`config.mk`:
```
export PLATFORM = sky130hd
export DESIGN_NAME = lps_regmap
export DESIGN_NICKNAME = d
export VERILOG_FILES = /design/src/lps_persist.v /design/src/lps_prox_pacer.v /design/src/lps_regmap.v
export VERILOG_INCLUDE_DIRS = /design/src /design/src/src
export SDC_FILE = /design/constraint.sdc
export NUM_CORES = 1
export LEC_CHECK = 0
export ABC_AREA = 0
export ABC_CLOCK_PERIOD_IN_PS = 4370
export BUFFER_PORTS_ARGS = -buffer_cell sky130_fd_sc_hd__buf_4
export CORE_UTILIZATION = 63
export DETAILED_ROUTE_END_ITERATION = 16
export PLACE_DENSITY = 0.85
export SLEW_MARGIN = 0
export SYNTH_ARGS = -nofsm -noshare
export SYNTH_HDL_FRONTEND = slang
export SYNTH_SLANG_ARGS = --single-unit
```
`constraint.sdc`:
```
create_clock -name CLK -period 4.37 [get_ports CLK]
set_input_delay 1.0925 -clock CLK [delete_from_list [all_inputs] [get_ports CLK]]
set_output_delay 1.0925 -clock CLK [all_outputs]
set_load 0.01 [all_outputs]
```
`src/lps_map.vh`:
```
// offsets, field positions, reset values and timing counts of the light/proximity register bank
`ifndef LPS_MAP_VH
`define LPS_MAP_VH

// ----------------------------------------------------------------
// register offsets
// ----------------------------------------------------------------
`define LPS_REG_RSVD 8'h00
`define LPS_REG_CONFIG 8'h01
`define LPS_REG_IRQ 8'h02
`define LPS_REG_PROX_LO 8'h03
`define LPS_REG_PROX_HI 8'h04
`define LPS_REG_LIGHT_A 8'h05
`define LPS_REG_LIGHT_B 8'h06
`define LPS_REG_LIGHT_C 8'h07
`define LPS_REG_PROX_RES 8'h08
`define LPS_REG_LIGHT_RES_LO 8'h09
`define LPS_REG_LIGHT_RES_HI 8'h0A
`define LPS_REG_FACTORY_A 8'h0E
`define LPS_REG_FACTORY_B 8'h0F

// ----------------------------------------------------------------
// measure_config fields
// ----------------------------------------------------------------
`define LPS_CFG_PROX_EN 7
`define LPS_CFG_SLEEP_HI 6
`define LPS_CFG_SLEEP_LO 4
`define LPS_CFG_LED_DRIVE 3
`define LPS_CFG_LIGHT_EN 2
`define LPS_CFG_RANGE 1
`define LPS_CFG_VIS_IR 0

// ----------------------------------------------------------------
// irq_control fields
// ----------------------------------------------------------------
`define LPS_IRQ_PROX_FLAG 7
`define LPS_IRQ_PROXIMITY_PERSISTENCE_HI 6
`define LPS_IRQ_PROXIMITY_PERSISTENCE_LO 5
`define LPS_IRQ_LIGHT_FLAG 3
`define LPS_IRQ_LIGHT_PRST_HI 2
`define LPS_IRQ_LIGHT_PRST_LO 1
`define LPS_IRQ_COMBINE 0

// ----------------------------------------------------------------
// reset values
// ----------------------------------------------------------------
`define LPS_RST_CONFIG 8'h00
`define LPS_RST_PROX_LO 8'h00
`define LPS_RST_PROX_HI 8'hFF
`define LPS_RST_LIGHT_A 8'h00
`define LPS_RST_LIGHT_B 8'hF0
`define LPS_RST_LIGHT_C 8'hFF
`define LPS_RST_RESULT 8'h00
`define LPS_RST_FACTORY 8'h00

// ----------------------------------------------------------------
// persistence counts and bus address (address value is arbitrary)
// ----------------------------------------------------------------
`define LPS_PRST_CNT0 5'h01
`define LPS_PRST_CNT1 5'h04
`define LPS_PRST_CNT2 5'h08
`define LPS_PRST_CNT3 5'h10
`define LPS_DEV_ADDR 7'h2A

// ----------------------------------------------------------------
// timing
// ----------------------------------------------------------------
// sleep gaps in cycles of the 50 MHz clock, sized to the 26-bit sleep counter
`define LPS_SLP_12P5_CYC 26'h0098968
`define LPS_SLP_50_CYC 26'h02625A0
`define LPS_SLP_75_CYC 26'h0393870
`define LPS_SLP_100_CYC 26'h04C4B40
`define LPS_SLP_200_CYC 26'h0989680
`define LPS_SLP_400_CYC 26'h1312D00
`define LPS_SLP_800_CYC 26'h2625A00

`endif

```
`src/lps_persist.v`:
```
// persistence counter and sticky event flag for one measurement channel
`timescale 1ns/1ns
`default_nettype none
`include "lps_map.vh"

module lps_persist
(
  input wire clk, // system clock
  input wire rst, // synchronous reset, high
  input wire ce, // clock enable
  input wire done, // one conversion finished
  input wire trip, // that conversion tripped the thresholds
  input wire [1:0] persist_sel, // persistence code
  input wire clear, // host wrote zero to the flag
  output reg flag // sticky event flag
);

  reg [4:0] run_len;
  reg [4:0] next_run_len;
  reg [4:0] needed;

  always @*
  begin
    case (persist_sel)
      2'h0: needed = `LPS_PRST_CNT0;
      2'h1: needed = `LPS_PRST_CNT1;
      2'h2: needed = `LPS_PRST_CNT2;
      default: needed = `LPS_PRST_CNT3;
    endcase
    // saturate so a long run never wraps back below the target
    if (!trip)
      next_run_len = 5'h00;
    else if (run_len == `LPS_PRST_CNT3)
      next_run_len = run_len;
    else
      next_run_len = run_len + 5'h01;
  end

  always @(posedge clk)
  begin
    if (rst)
    begin
      run_len <= 5'h00;
      flag <= 1'b0;
    end
    else if (ce)
    begin
      if (done)
        run_len <= next_run_len;
      // a new event in the clearing cycle wins over the clear
      if (done && trip && next_run_len >= needed)
        flag <= 1'b1;
      else if (clear)
        flag <= 1'b0;
    end
  end

endmodule // lps_persist
`default_nettype wire

```
`src/lps_prox_pacer.v`:
```
// paces proximity conversions: LED pulse window, then the selected sleep time
`timescale 1ns/1ns
`default_nettype none
`include "lps_map.vh"

module lps_prox_pacer
#(
  parameter [25:0] SLP_12P5_CYC = `LPS_SLP_12P5_CYC, // 12.5 ms
  parameter [25:0] SLP_50_CYC = `LPS_SLP_50_CYC, // 50 ms
  parameter [25:0] SLP_75_CYC = `LPS_SLP_75_CYC, // 75 ms
  parameter [25:0] SLP_100_CYC = `LPS_SLP_100_CYC, // 100 ms
  parameter [25:0] SLP_200_CYC = `LPS_SLP_200_CYC, // 200 ms
  parameter [25:0] SLP_400_CYC = `LPS_SLP_400_CYC, // 400 ms
  parameter [25:0] SLP_800_CYC = `LPS_SLP_800_CYC // 800 ms
)
(
  input wire clk, // system clock
  input wire rst, // synchronous reset, high
  input wire ce, // clock enable
  input wire enable, // proximity sensing on
  input wire [2:0] sleep_sel, // proximity_sleep_sel
  input wire done, // proximity conversion finished
  output reg start, // one-cycle conversion request
  output reg led_on // LED sink active during the conversion
);

  localparam [1:0] P_IDLE = 2'h0;
  localparam [1:0] P_PULSE = 2'h1;
  localparam [1:0] P_SLEEP = 2'h2;

  reg [1:0] state;
  reg [25:0] count;
  reg [25:0] sleep_len;

  always @*
  begin
    case (sleep_sel)
      3'h7: sleep_len = 26'h0000000;
      3'h6: sleep_len = SLP_12P5_CYC;
      3'h5: sleep_len = SLP_50_CYC;
      3'h4: sleep_len = SLP_75_CYC;
      3'h3: sleep_len = SLP_100_CYC;
      3'h2: sleep_len = SLP_200_CYC;
      3'h1: sleep_len = SLP_400_CYC;
      default: sleep_len = SLP_800_CYC;
    endcase
  end

  always @(posedge clk)
  begin
    if (rst)
    begin
      state <= P_IDLE;
      count <= 26'h0000000;
      start <= 1'b0;
      led_on <= 1'b0;
    end
    else if (ce)
    begin
      start <= 1'b0;
      case (state)
        P_IDLE:
          if (enable)
          begin
            start <= 1'b1;
            led_on <= 1'b1;
            state <= P_PULSE;
          end
        P_PULSE:
          if (!enable)
          begin
            led_on <= 1'b0;
            state <= P_IDLE;
          end
          else if (done)
          begin
            if (sleep_len == 26'h0000000)
            begin
              start <= 1'b1; // continuous running, no idle gap
            end
            else
            begin
              led_on <= 1'b0;
              count <= sleep_len;
              state <= P_SLEEP;
            end
          end
        P_SLEEP:
          if (!enable)
            state <= P_IDLE;
          else if (count == 26'h0000001)
          begin
            start <= 1'b1;
            led_on <= 1'b1;
            state <= P_PULSE;
          end
          else
            count <= count - 26'h0000001;
        default:
          state <= P_IDLE;
      endcase
    end
  end

endmodule // lps_prox_pacer
`default_nettype wire

```
`src/lps_regmap.v`:
```
// light/proximity register bank behind a two-wire serial slave, with interrupt pin
`timescale 1ns/1ns
`default_nettype none
`include "lps_map.vh"


module lps_regmap
#(
  parameter [6:0] DEV_ADDR = `LPS_DEV_ADDR, // bus address, value arbitrary
  parameter [25:0] SLP_12P5_CYC = `LPS_SLP_12P5_CYC, // 12.5 ms in cycles
  parameter [25:0] SLP_50_CYC = `LPS_SLP_50_CYC, // 50 ms in cycles
  parameter [25:0] SLP_75_CYC = `LPS_SLP_75_CYC, // 75 ms in cycles
  parameter [25:0] SLP_100_CYC = `LPS_SLP_100_CYC, // 100 ms in cycles
  parameter [25:0] SLP_200_CYC = `LPS_SLP_200_CYC, // 200 ms in cycles
  parameter [25:0] SLP_400_CYC = `LPS_SLP_400_CYC, // 400 ms in cycles
  parameter [25:0] SLP_800_CYC = `LPS_SLP_800_CYC // 800 ms in cycles
)
(
  input wire CLK, // 50 MHz clock
  input wire RESET, // synchronous reset, high
  input wire CE, // clock enable, low freezes all state
  input wire SCL, // serial clock pin
  input wire SDA_IN, // serial data pin level
  output reg SDA_OUT, // serial data output level, always low
  output reg SDA_OE, // high while pulling serial data low
  output reg INT_N, // interrupt pin, low active
  input wire [7:0] PROX_VALUE, // proximity conversion value
  input wire PROX_DONE, // proximity conversion finished
  input wire [11:0] LIGHT_VALUE, // light conversion value
  input wire LIGHT_DONE, // light conversion finished
  output wire PROX_ENABLE, // proximity sensing on
  output wire [2:0] PROXIMITY_SLEEP_SEL, // sleep code
  output wire LED_DRIVE_SEL, // high LED current
  output wire LIGHT_SENSE_ENABLE, // light sensing on
  output wire LIGHT_RANGE_SEL, // high-lux range
  output wire VISIBLE_OR_INFRARED_SEL, // infrared data selected
  output wire PROX_START, // proximity conversion request pulse
  output wire LED_SINK_PIN // LED sink active
);

  // ----------------------------------------------------------------
  // serial state codes
  // ----------------------------------------------------------------
  localparam [3:0] S_IDLE = 4'h0;
  localparam [3:0] S_ADDR = 4'h1;
  localparam [3:0] S_ADDR_ACK = 4'h2;
  localparam [3:0] S_REG = 4'h3;
  localparam [3:0] S_REG_ACK = 4'h4;
  localparam [3:0] S_WDATA = 4'h5;
  localparam [3:0] S_WDATA_ACK = 4'h6;
  localparam [3:0] S_RDATA = 4'h7;
  localparam [3:0] S_RDATA_ACK = 4'h8;

  reg scl_meta;
  reg scl_sync;
  reg scl_prev;
  reg sda_meta;
  reg sda_sync;
  reg sda_prev;
  reg [3:0] state;
  reg [3:0] bit_cnt;
  reg [7:0] shreg;
  reg [7:0] ptr;
  reg rw;
  reg [7:0] cfg;
  reg [1:0] proximity_persistence;
  reg [1:0] light_prst;
  reg combine;
  reg [7:0] prox_lo;
  reg [7:0] prox_hi;
  reg [7:0] light_a;
  reg [7:0] light_b;
  reg [7:0] light_c;
  reg [7:0] prox_res;
  reg [11:0] light_res;
  reg [7:0] factory_a;
  reg [7:0] factory_b;
  reg [7:0] rd_data;
  wire prox_flag;
  wire light_flag;

  function outside_window;
    input [11:0] value;
    input [11:0] low;
    input [11:0] high;
    begin
      outside_window = (value < low) || (value > high);
    end
  endfunction

  // ----------------------------------------------------------------
  // pin sampling and bus conditions
  // ----------------------------------------------------------------
  // both lines idle high, so the sampling chain resets high to avoid a false start
  always @(posedge CLK)
  begin
    if (RESET)
    begin
      scl_meta <= 1'b1;
      scl_sync <= 1'b1;
      scl_prev <= 1'b1;
      sda_meta <= 1'b1;
      sda_sync <= 1'b1;
      sda_prev <= 1'b1;
    end
    else if (CE)
    begin
      scl_meta <= SCL;
      scl_sync <= scl_meta;
      scl_prev <= scl_sync;
      sda_meta <= SDA_IN;
      sda_sync <= sda_meta;
      sda_prev <= sda_sync;
    end
  end

  wire scl_rise = scl_sync & ~scl_prev;
  wire scl_fall = ~scl_sync & scl_prev;
  wire start_cond = scl_sync & scl_prev & sda_prev & ~sda_sync;
  wire stop_cond = scl_sync & scl_prev & ~sda_prev & sda_sync;
  wire host_wr = scl_fall && (state == S_WDATA) && (bit_cnt == 4'h8);
  wire irq_wr = host_wr && (ptr == `LPS_REG_IRQ);

  // ----------------------------------------------------------------
  // read multiplexer
  // ----------------------------------------------------------------
  always @*
  begin
    case (ptr)
      `LPS_REG_CONFIG: rd_data = cfg;
      `LPS_REG_IRQ: rd_data = {prox_flag, proximity_persistence, 1'b0, light_flag, light_prst, combine};
      `LPS_REG_PROX_LO: rd_data = prox_lo;
      `LPS_REG_PROX_HI: rd_data = prox_hi;
      `LPS_REG_LIGHT_A: rd_data = light_a;
      `LPS_REG_LIGHT_B: rd_data = light_b;
      `LPS_REG_LIGHT_C: rd_data = light_c;
      `LPS_REG_PROX_RES: rd_data = prox_res;
      `LPS_REG_LIGHT_RES_LO: rd_data = light_res[7:0];
      `LPS_REG_LIGHT_RES_HI: rd_data = {4'h0, light_res[11:8]};
      `LPS_REG_FACTORY_A: rd_data = factory_a;
      `LPS_REG_FACTORY_B: rd_data = factory_b;
      default: rd_data = 8'h00;
    endcase
  end

  // ----------------------------------------------------------------
  // serial slave
  // ----------------------------------------------------------------
  // data changes only after a seen falling edge, so own drive never mimics start or stop
  always @(posedge CLK)
  begin
    if (RESET)
    begin
      state <= S_IDLE;
      bit_cnt <= 4'h0;
      shreg <= 8'h00;
      ptr <= 8'h00;
      rw <= 1'b0;
      SDA_OE <= 1'b0;
      SDA_OUT <= 1'b0;
    end
    else if (CE)
    begin
      SDA_OUT <= 1'b0;
      if (start_cond)
      begin
        state <= S_ADDR;
        bit_cnt <= 4'h0;
        SDA_OE <= 1'b0;
      end
      else if (stop_cond)
      begin
        state <= S_IDLE;
        SDA_OE <= 1'b0;
      end
      else if (scl_rise)
      begin
        case (state)
          S_ADDR, S_REG, S_WDATA:
          begin
            shreg <= {shreg[6:0], sda_sync};
            bit_cnt <= bit_cnt + 4'h1;
          end
          S_RDATA:
            bit_cnt <= bit_cnt + 4'h1;
          S_RDATA_ACK:
            if (sda_sync)
              state <= S_IDLE;
            else
              ptr <= ptr + 8'h01;
          default:
            state <= state;
        endcase
      end
      else if (scl_fall)
      begin
        case (state)
          S_ADDR:
            if (bit_cnt == 4'h8)
            begin
              if (shreg[7:1] == DEV_ADDR)
              begin
                rw <= shreg[0];
                SDA_OE <= 1'b1;
                state <= S_ADDR_ACK;
              end
              else
                state <= S_IDLE;
            end
          S_ADDR_ACK:
          begin
            bit_cnt <= 4'h0;
            if (rw)
            begin
              shreg <= rd_data;
              SDA_OE <= ~rd_data[7];
              state <= S_RDATA;
            end
            else
            begin
              SDA_OE <= 1'b0;
              state <= S_REG;
            end
          end
          S_REG:
            if (bit_cnt == 4'h8)
            begin
              ptr <= shreg;
              SDA_OE <= 1'b1;
              state <= S_REG_ACK;
            end
          S_REG_ACK:
          begin
            SDA_OE <= 1'b0;
            bit_cnt <= 4'h0;
            state <= S_WDATA;
          end
          S_WDATA:
            if (bit_cnt == 4'h8)
            begin
              SDA_OE <= 1'b1;
              state <= S_WDATA_ACK;
            end
          S_WDATA_ACK:
          begin
            SDA_OE <= 1'b0;
            ptr <= ptr + 8'h01;
            bit_cnt <= 4'h0;
            state <= S_WDATA;
          end
          S_RDATA:
            if (bit_cnt == 4'h8)
            begin
              SDA_OE <= 1'b0;
              state <= S_RDATA_ACK;
            end
            else
            begin
              shreg <= {shreg[6:0], 1'b0};
              SDA_OE <= ~shreg[6];
            end
          S_RDATA_ACK:
          begin
            shreg <= rd_data;
            SDA_OE <= ~rd_data[7];
            bit_cnt <= 4'h0;
            state <= S_RDATA;
          end
          default:
            state <= S_IDLE;
        endcase
      end
    end
  end

  // ----------------------------------------------------------------
  // register file
  // ----------------------------------------------------------------
  wire prox_take = PROX_DONE & cfg[`LPS_CFG_PROX_EN];
  wire light_take = LIGHT_DONE & cfg[`LPS_CFG_LIGHT_EN];
  wire prox_trip = outside_window({4'h0, PROX_VALUE}, {4'h0, prox_lo}, {4'h0, prox_hi});
  wire light_trip = outside_window(LIGHT_VALUE, {light_b[3:0], light_a},
    {light_c, light_b[7:4]});

  always @(posedge CLK)
  begin
    if (RESET)
    begin
      cfg <= `LPS_RST_CONFIG;
      proximity_persistence <= 2'h0;
      light_prst <= 2'h0;
      combine <= 1'b0;
      prox_lo <= `LPS_RST_PROX_LO;
      prox_hi <= `LPS_RST_PROX_HI;
      light_a <= `LPS_RST_LIGHT_A;
      light_b <= `LPS_RST_LIGHT_B;
      light_c <= `LPS_RST_LIGHT_C;
      prox_res <= `LPS_RST_RESULT;
      light_res <= 12'h000;
      factory_a <= `LPS_RST_FACTORY;
      factory_b <= `LPS_RST_FACTORY;
      INT_N <= 1'b1;
    end
    else if (CE)
    begin
      if (host_wr)
      begin
        case (ptr)
          `LPS_REG_CONFIG: cfg <= shreg;
          `LPS_REG_IRQ:
          begin
            proximity_persistence <= shreg[`LPS_IRQ_PROXIMITY_PERSISTENCE_HI:`LPS_IRQ_PROXIMITY_PERSISTENCE_LO];
            light_prst <= shreg[`LPS_IRQ_LIGHT_PRST_HI:`LPS_IRQ_LIGHT_PRST_LO];
            combine <= shreg[`LPS_IRQ_COMBINE];
          end
          `LPS_REG_PROX_LO: prox_lo <= shreg;
          `LPS_REG_PROX_HI: prox_hi <= shreg;
          `LPS_REG_LIGHT_A: light_a <= shreg;
          `LPS_REG_LIGHT_B: light_b <= shreg;
          `LPS_REG_LIGHT_C: light_c <= shreg;
          `LPS_REG_FACTORY_A: factory_a <= shreg;
          `LPS_REG_FACTORY_B: factory_b <= shreg;
          default: cfg <= cfg;
        endcase
      end
      if (prox_take)
        prox_res <= PROX_VALUE;
      if (light_take)
        light_res <= LIGHT_VALUE;
      INT_N <= ~(combine ? (prox_flag & light_flag) : (prox_flag | light_flag));
    end
  end

  // ----------------------------------------------------------------
  // event flags and proximity pacing
  // ----------------------------------------------------------------
  lps_persist u_prox_persist
  (
    .clk(CLK),
    .rst(RESET),
    .ce(CE),
    .done(prox_take),
    .trip(prox_trip),
    .persist_sel(proximity_persistence),
    .clear(irq_wr & ~shreg[`LPS_IRQ_PROX_FLAG]),
    .flag(prox_flag)
  );

  lps_persist u_light_persist
  (
    .clk(CLK),
    .rst(RESET),
    .ce(CE),
    .done(light_take),
    .trip(light_trip),
    .persist_sel(light_prst),
    .clear(irq_wr & ~shreg[`LPS_IRQ_LIGHT_FLAG]),
    .flag(light_flag)
  );

  lps_prox_pacer
  #(
    .SLP_12P5_CYC(SLP_12P5_CYC),
    .SLP_50_CYC(SLP_50_CYC),
    .SLP_75_CYC(SLP_75_CYC),
    .SLP_100_CYC(SLP_100_CYC),
    .SLP_200_CYC(SLP_200_CYC),
    .SLP_400_CYC(SLP_400_CYC),
    .SLP_800_CYC(SLP_800_CYC)
  )
  u_pacer
  (
    .clk(CLK),
    .rst(RESET),
    .ce(CE),
    .enable(cfg[`LPS_CFG_PROX_EN]),
    .sleep_sel(cfg[`LPS_CFG_SLEEP_HI:`LPS_CFG_SLEEP_LO]),
    .done(PROX_DONE),
    .start(PROX_START),
    .led_on(LED_SINK_PIN)
  );

  assign PROX_ENABLE = cfg[`LPS_CFG_PROX_EN];
  assign PROXIMITY_SLEEP_SEL = cfg[`LPS_CFG_SLEEP_HI:`LPS_CFG_SLEEP_LO];
  assign LED_DRIVE_SEL = cfg[`LPS_CFG_LED_DRIVE];
  assign LIGHT_SENSE_ENABLE = cfg[`LPS_CFG_LIGHT_EN];
  assign LIGHT_RANGE_SEL = cfg[`LPS_CFG_RANGE];
  assign VISIBLE_OR_INFRARED_SEL = cfg[`LPS_CFG_VIS_IR];

endmodule // lps_regmap
`default_nettype wire

```
==> summary.json <==
{
  "outcome": "finished, final reports clean",
  "ys_dominant_reg_cell": "sky130_fd_sc_hd__dfxtp_1",
  "synth_fp_nets": 1427,
  "overflow": 0,
  "slew_margin_rel_pct": 37.2,
  "coreArea_um2": 15400,
  "ir_worst_vdd_mv": 0.322,
  "critical_path.slowest_cell": "sky130_fd_sc_hd__o21ai_0",
  "track_usage_pct": 35.2,
  "synth.yosys.warnings": 0,
  "detail_route.drc_violations": 0,
  "path_cells": "buf_4 > ha_1 > nand2_1 > nor3_1 > a21oi_1 > o21ai_0 > nand2_1 > o21ai_0 > ha_1 > nor2_1 > nand2_1 > a21o_1 > a21oi_1 > nor2b_1 > o211ai_1 > a21oi_1",
  "cts_made_buffers": 17,
  "layout.cells.most_common_list": "sky130_fd_sc_hd__nand2_1 (201), sky130_fd_sc_hd__dfxtp_1 (164), sky130_fd_sc_hd__a21oi_1 (133)",
  "htreeDepth": 4,
  "layout_nets": 1409,
  "ff2ff_path_depth": 16,
  "detailroute.via_count": 9952,
  "layoutNonFillerInstCount": 1541,
  "grt_max_degree": 89,
  "routed_wl_um": 28200,
  "timing.setup.tns_ns": 0,
  "insertion_delay_ns": 0.44,
  "timing.final.max_slew_violations": 0,
  "dieHeight_um": 129,
  "cellPowerDensity_nw_per_um2": 289,
  "flow.area_growth_from_synthesis_pct": 8.93,
  "synth_top_area_share_pct": 32.5,
  "place_ws_ns": 0.346,
  "finalClockSkew_ns": 0.00968,
  "port_buffers": 38,
  "yosysSeqAreaShare_pct": 32.5,
  "gpl.final_weighted_congestion": 0.943,
  "worstMarginPinSlew_ns": 0.943,
  "endpoint_kind": "register",
  "wl_per_cell_um": 18.3,
  "cp_buf_inv_count": 1,
  "antenna_left": 0,
  "hold_depth": 2,
  "synth.lib_cells_used.distinct": 80,
  "timing.hold.worst.class": "register to register",
  "detail_route.first_pass.iterations": 7,
  "final_min_period_over_clock_period_pct": 84.6,
  "cts_buffer_depth": 2,
  "max_clock_freq_mhz": 271,
  "dp_cells": 1509,
  "die_w_um": 129,
  "cts_root_buffer": "sky130_fd_sc_hd__clkbuf_16",
  "postCtsSetupRepairBufs": 0,
  "synthesis.area_per_instance_um2": 7.57,
  "fraction_of_layout_instances_using_a_drive_strength_above_1_pct": 8.12,
  "grt_first_pass_wirelength_um": 45700,
  "hold_viol_final": 0,
  "rr_startpoint": "light_a[4]",
  "synth_top_cells_by_area": "sky130_fd_sc_hd__dfxtp_1 (33%), sky130_fd_sc_hd__ha_1 (8.1%), sky130_fd_sc_hd__nand2_1 (7.5%)",
  "cts_resizes": 0,
  "synth_edf_count": 0,
  "synthCells": 1335,
  "floorplan.initialDensity_pct": 65.5,
  "hold_buffer_count_at_cts": 0,
  "crit_start": "LIGHT_VALUE[7]",
  "worst_path_dominant_cell_family": "compound AO/OA/AOI/OAI gates",
  "yosys.area.top_type": "sky130_fd_sc_hd__dfxtp_1",
  "clock_edge_transition_at_the_registers_on_the_reported_setup_and_hold_paths_ns": 0.07,
  "rsz0062_at_grt": "no",
  "crit_cells": 16,
  "crit_path_start_kind": "input pin",
  "antenna_violations_before_repair": 0,
  "synth.cell_area_um2": 10100,
  "floorplan.die_area_um2": 16500,
  "timing.setup.critical_path_class": "input pin to register",
  "detail_route.iter0.violations": 1179,
  "clock_sinks": 164,
  "setup_viol": 0,
  "placement_rows": 45,
  "critPathMaxFanout": 9,
  "worst_ep_required_ns": 4.67,
  "tritoncts": "yes",
  "layout.core_utilization_pct": 71.3,
  "boundaryPins": 40,
  "layout_commonest_cell": "sky130_fd_sc_hd__nand2_1",
  "worst_ep_arrival_time_ns": 4.00,
  "antennaDiodeCount": 0,
  "async_reset_ff_share_pct": 0,
  "finalWorstPathRequiredPeriod_ns": 3.70,
  "detail_routed_via_count_per_cell": 6.46,
  "setup_slack_ns": 0.674,
  "min-delay-start": "factory_a[0]",
  "place_hpwl_um": 19000,
  "via_count_of_the_first_global_routing_pass": 9098,
  "yosys_register_bits": 164,
  "total_power_mw": 3.18,
  "leakage_power_figure_nw": 4.11,
  "max_cap_violations": 0,
  "critical_path.max_stage_delay_ns": 0.50
}
-- final cells by class --
type,count,area [um2]
clock buffer,17,425
clock inverter,15,154
fill,1232,4430
inverter,66,248
multi-input combinational,1013,6210
sequential,164,3280
tap,211,264
timing repair buffer,55,413
-- path summary, 6_finish.rpt --
check / to / slack, ns
max reg2reg: u_light_persist.flag / 1.01
min reg2reg: factory_a[0] / 0.46
min: factory_a[0] / 0.46
max: u_light_persist.flag / 0.67
-- layer usage --
metal  part of all wire [%]  track usage [%]  up-vias
met4                    4.5             15.5        0
met2                     45             55.6      525
met1                     42             46.2     4581
li1                       -                -     4730
met5                      0                0        -
met3                    8.9             7.73      116
-- Yosys cell counts, drive strengths merged, types with 19 or more instances --
| cell | instances |
|---|---|
| nor3 | 36 |
| ha | 65 |
| nand2b | 19 |
| mux2i | 51 |
| nor2 | 122 |
| inv | 65 |
| o211ai | 29 |
| nand3 | 43 |
| clkbuf | 79 |
| o21ai | 63 |
| dfxtp | 164 |
| a21oi | 133 |
| nand2 | 202 |
-- worst min-delay path, cell delays in order, from the launching register on --
cell and delay, ns:
sky130_fd_sc_hd__dfxtp_1 0.31, sky130_fd_sc_hd__nand2_1 0.05, sky130_fd_sc_hd__a21oi_1 0.05
-- sequential cells by signal, indices dropped and copies added, names as in the netlist, 4 cells and up --
register and count:
ptr 8, prox_lo 8, factory_a 8, light_c 8, u_prox_persist.run_len 5, u_pacer.count 26
bit_cnt 4, light_b 8, light_res 12, shreg 8, prox_hi 8, light_a 8
state 4, cfg 8, factory_b 8, u_light_persist.run_len 5, prox_res 8
-- through the flow --
step / hold slack, ns / area (um2)
2_1_floorplan: 0.428 / 10100
3_3_place_gp: 0.440 / 10400
3_5_place_dp: 0.447 / 10400
4_1_cts: 0.456 / 11000
5_1_grt: 0.483 / 11000
6_report: 0.457 / 11000
-- cells by family (layout without fill, tap and decap cells) --
kind of cell | after synthesis | count (layout) | share of synthesized area (%)
buffers and inverters | 158 | 153 | 5.96
AOI/OAI and AO/OA | 364 | 364 | 22.7
and+or+nand+nor | 516 | 516 | 24.2
xor gates and xnor gates | 12 | 12 | 1.04
muxes | 54 | 54 | 5.39
DFF | 164 | 164 | 32.5
other | 1 | 1 | 0.0371
adders and majority gates | 66 | 66 | 8.15
-- power breakdown --
part | total (mW) | internal [mW] | switching (mW)
clock network | 1.51 | 0.846 | 0.664
logic | 0.165 | 0.0614 | 0.104
registers | 1.51 | 1.50 | 0.0109
total | 3.18 | 2.41 | 0.778
No activity file was read; power rests on OpenSTA's default activity.
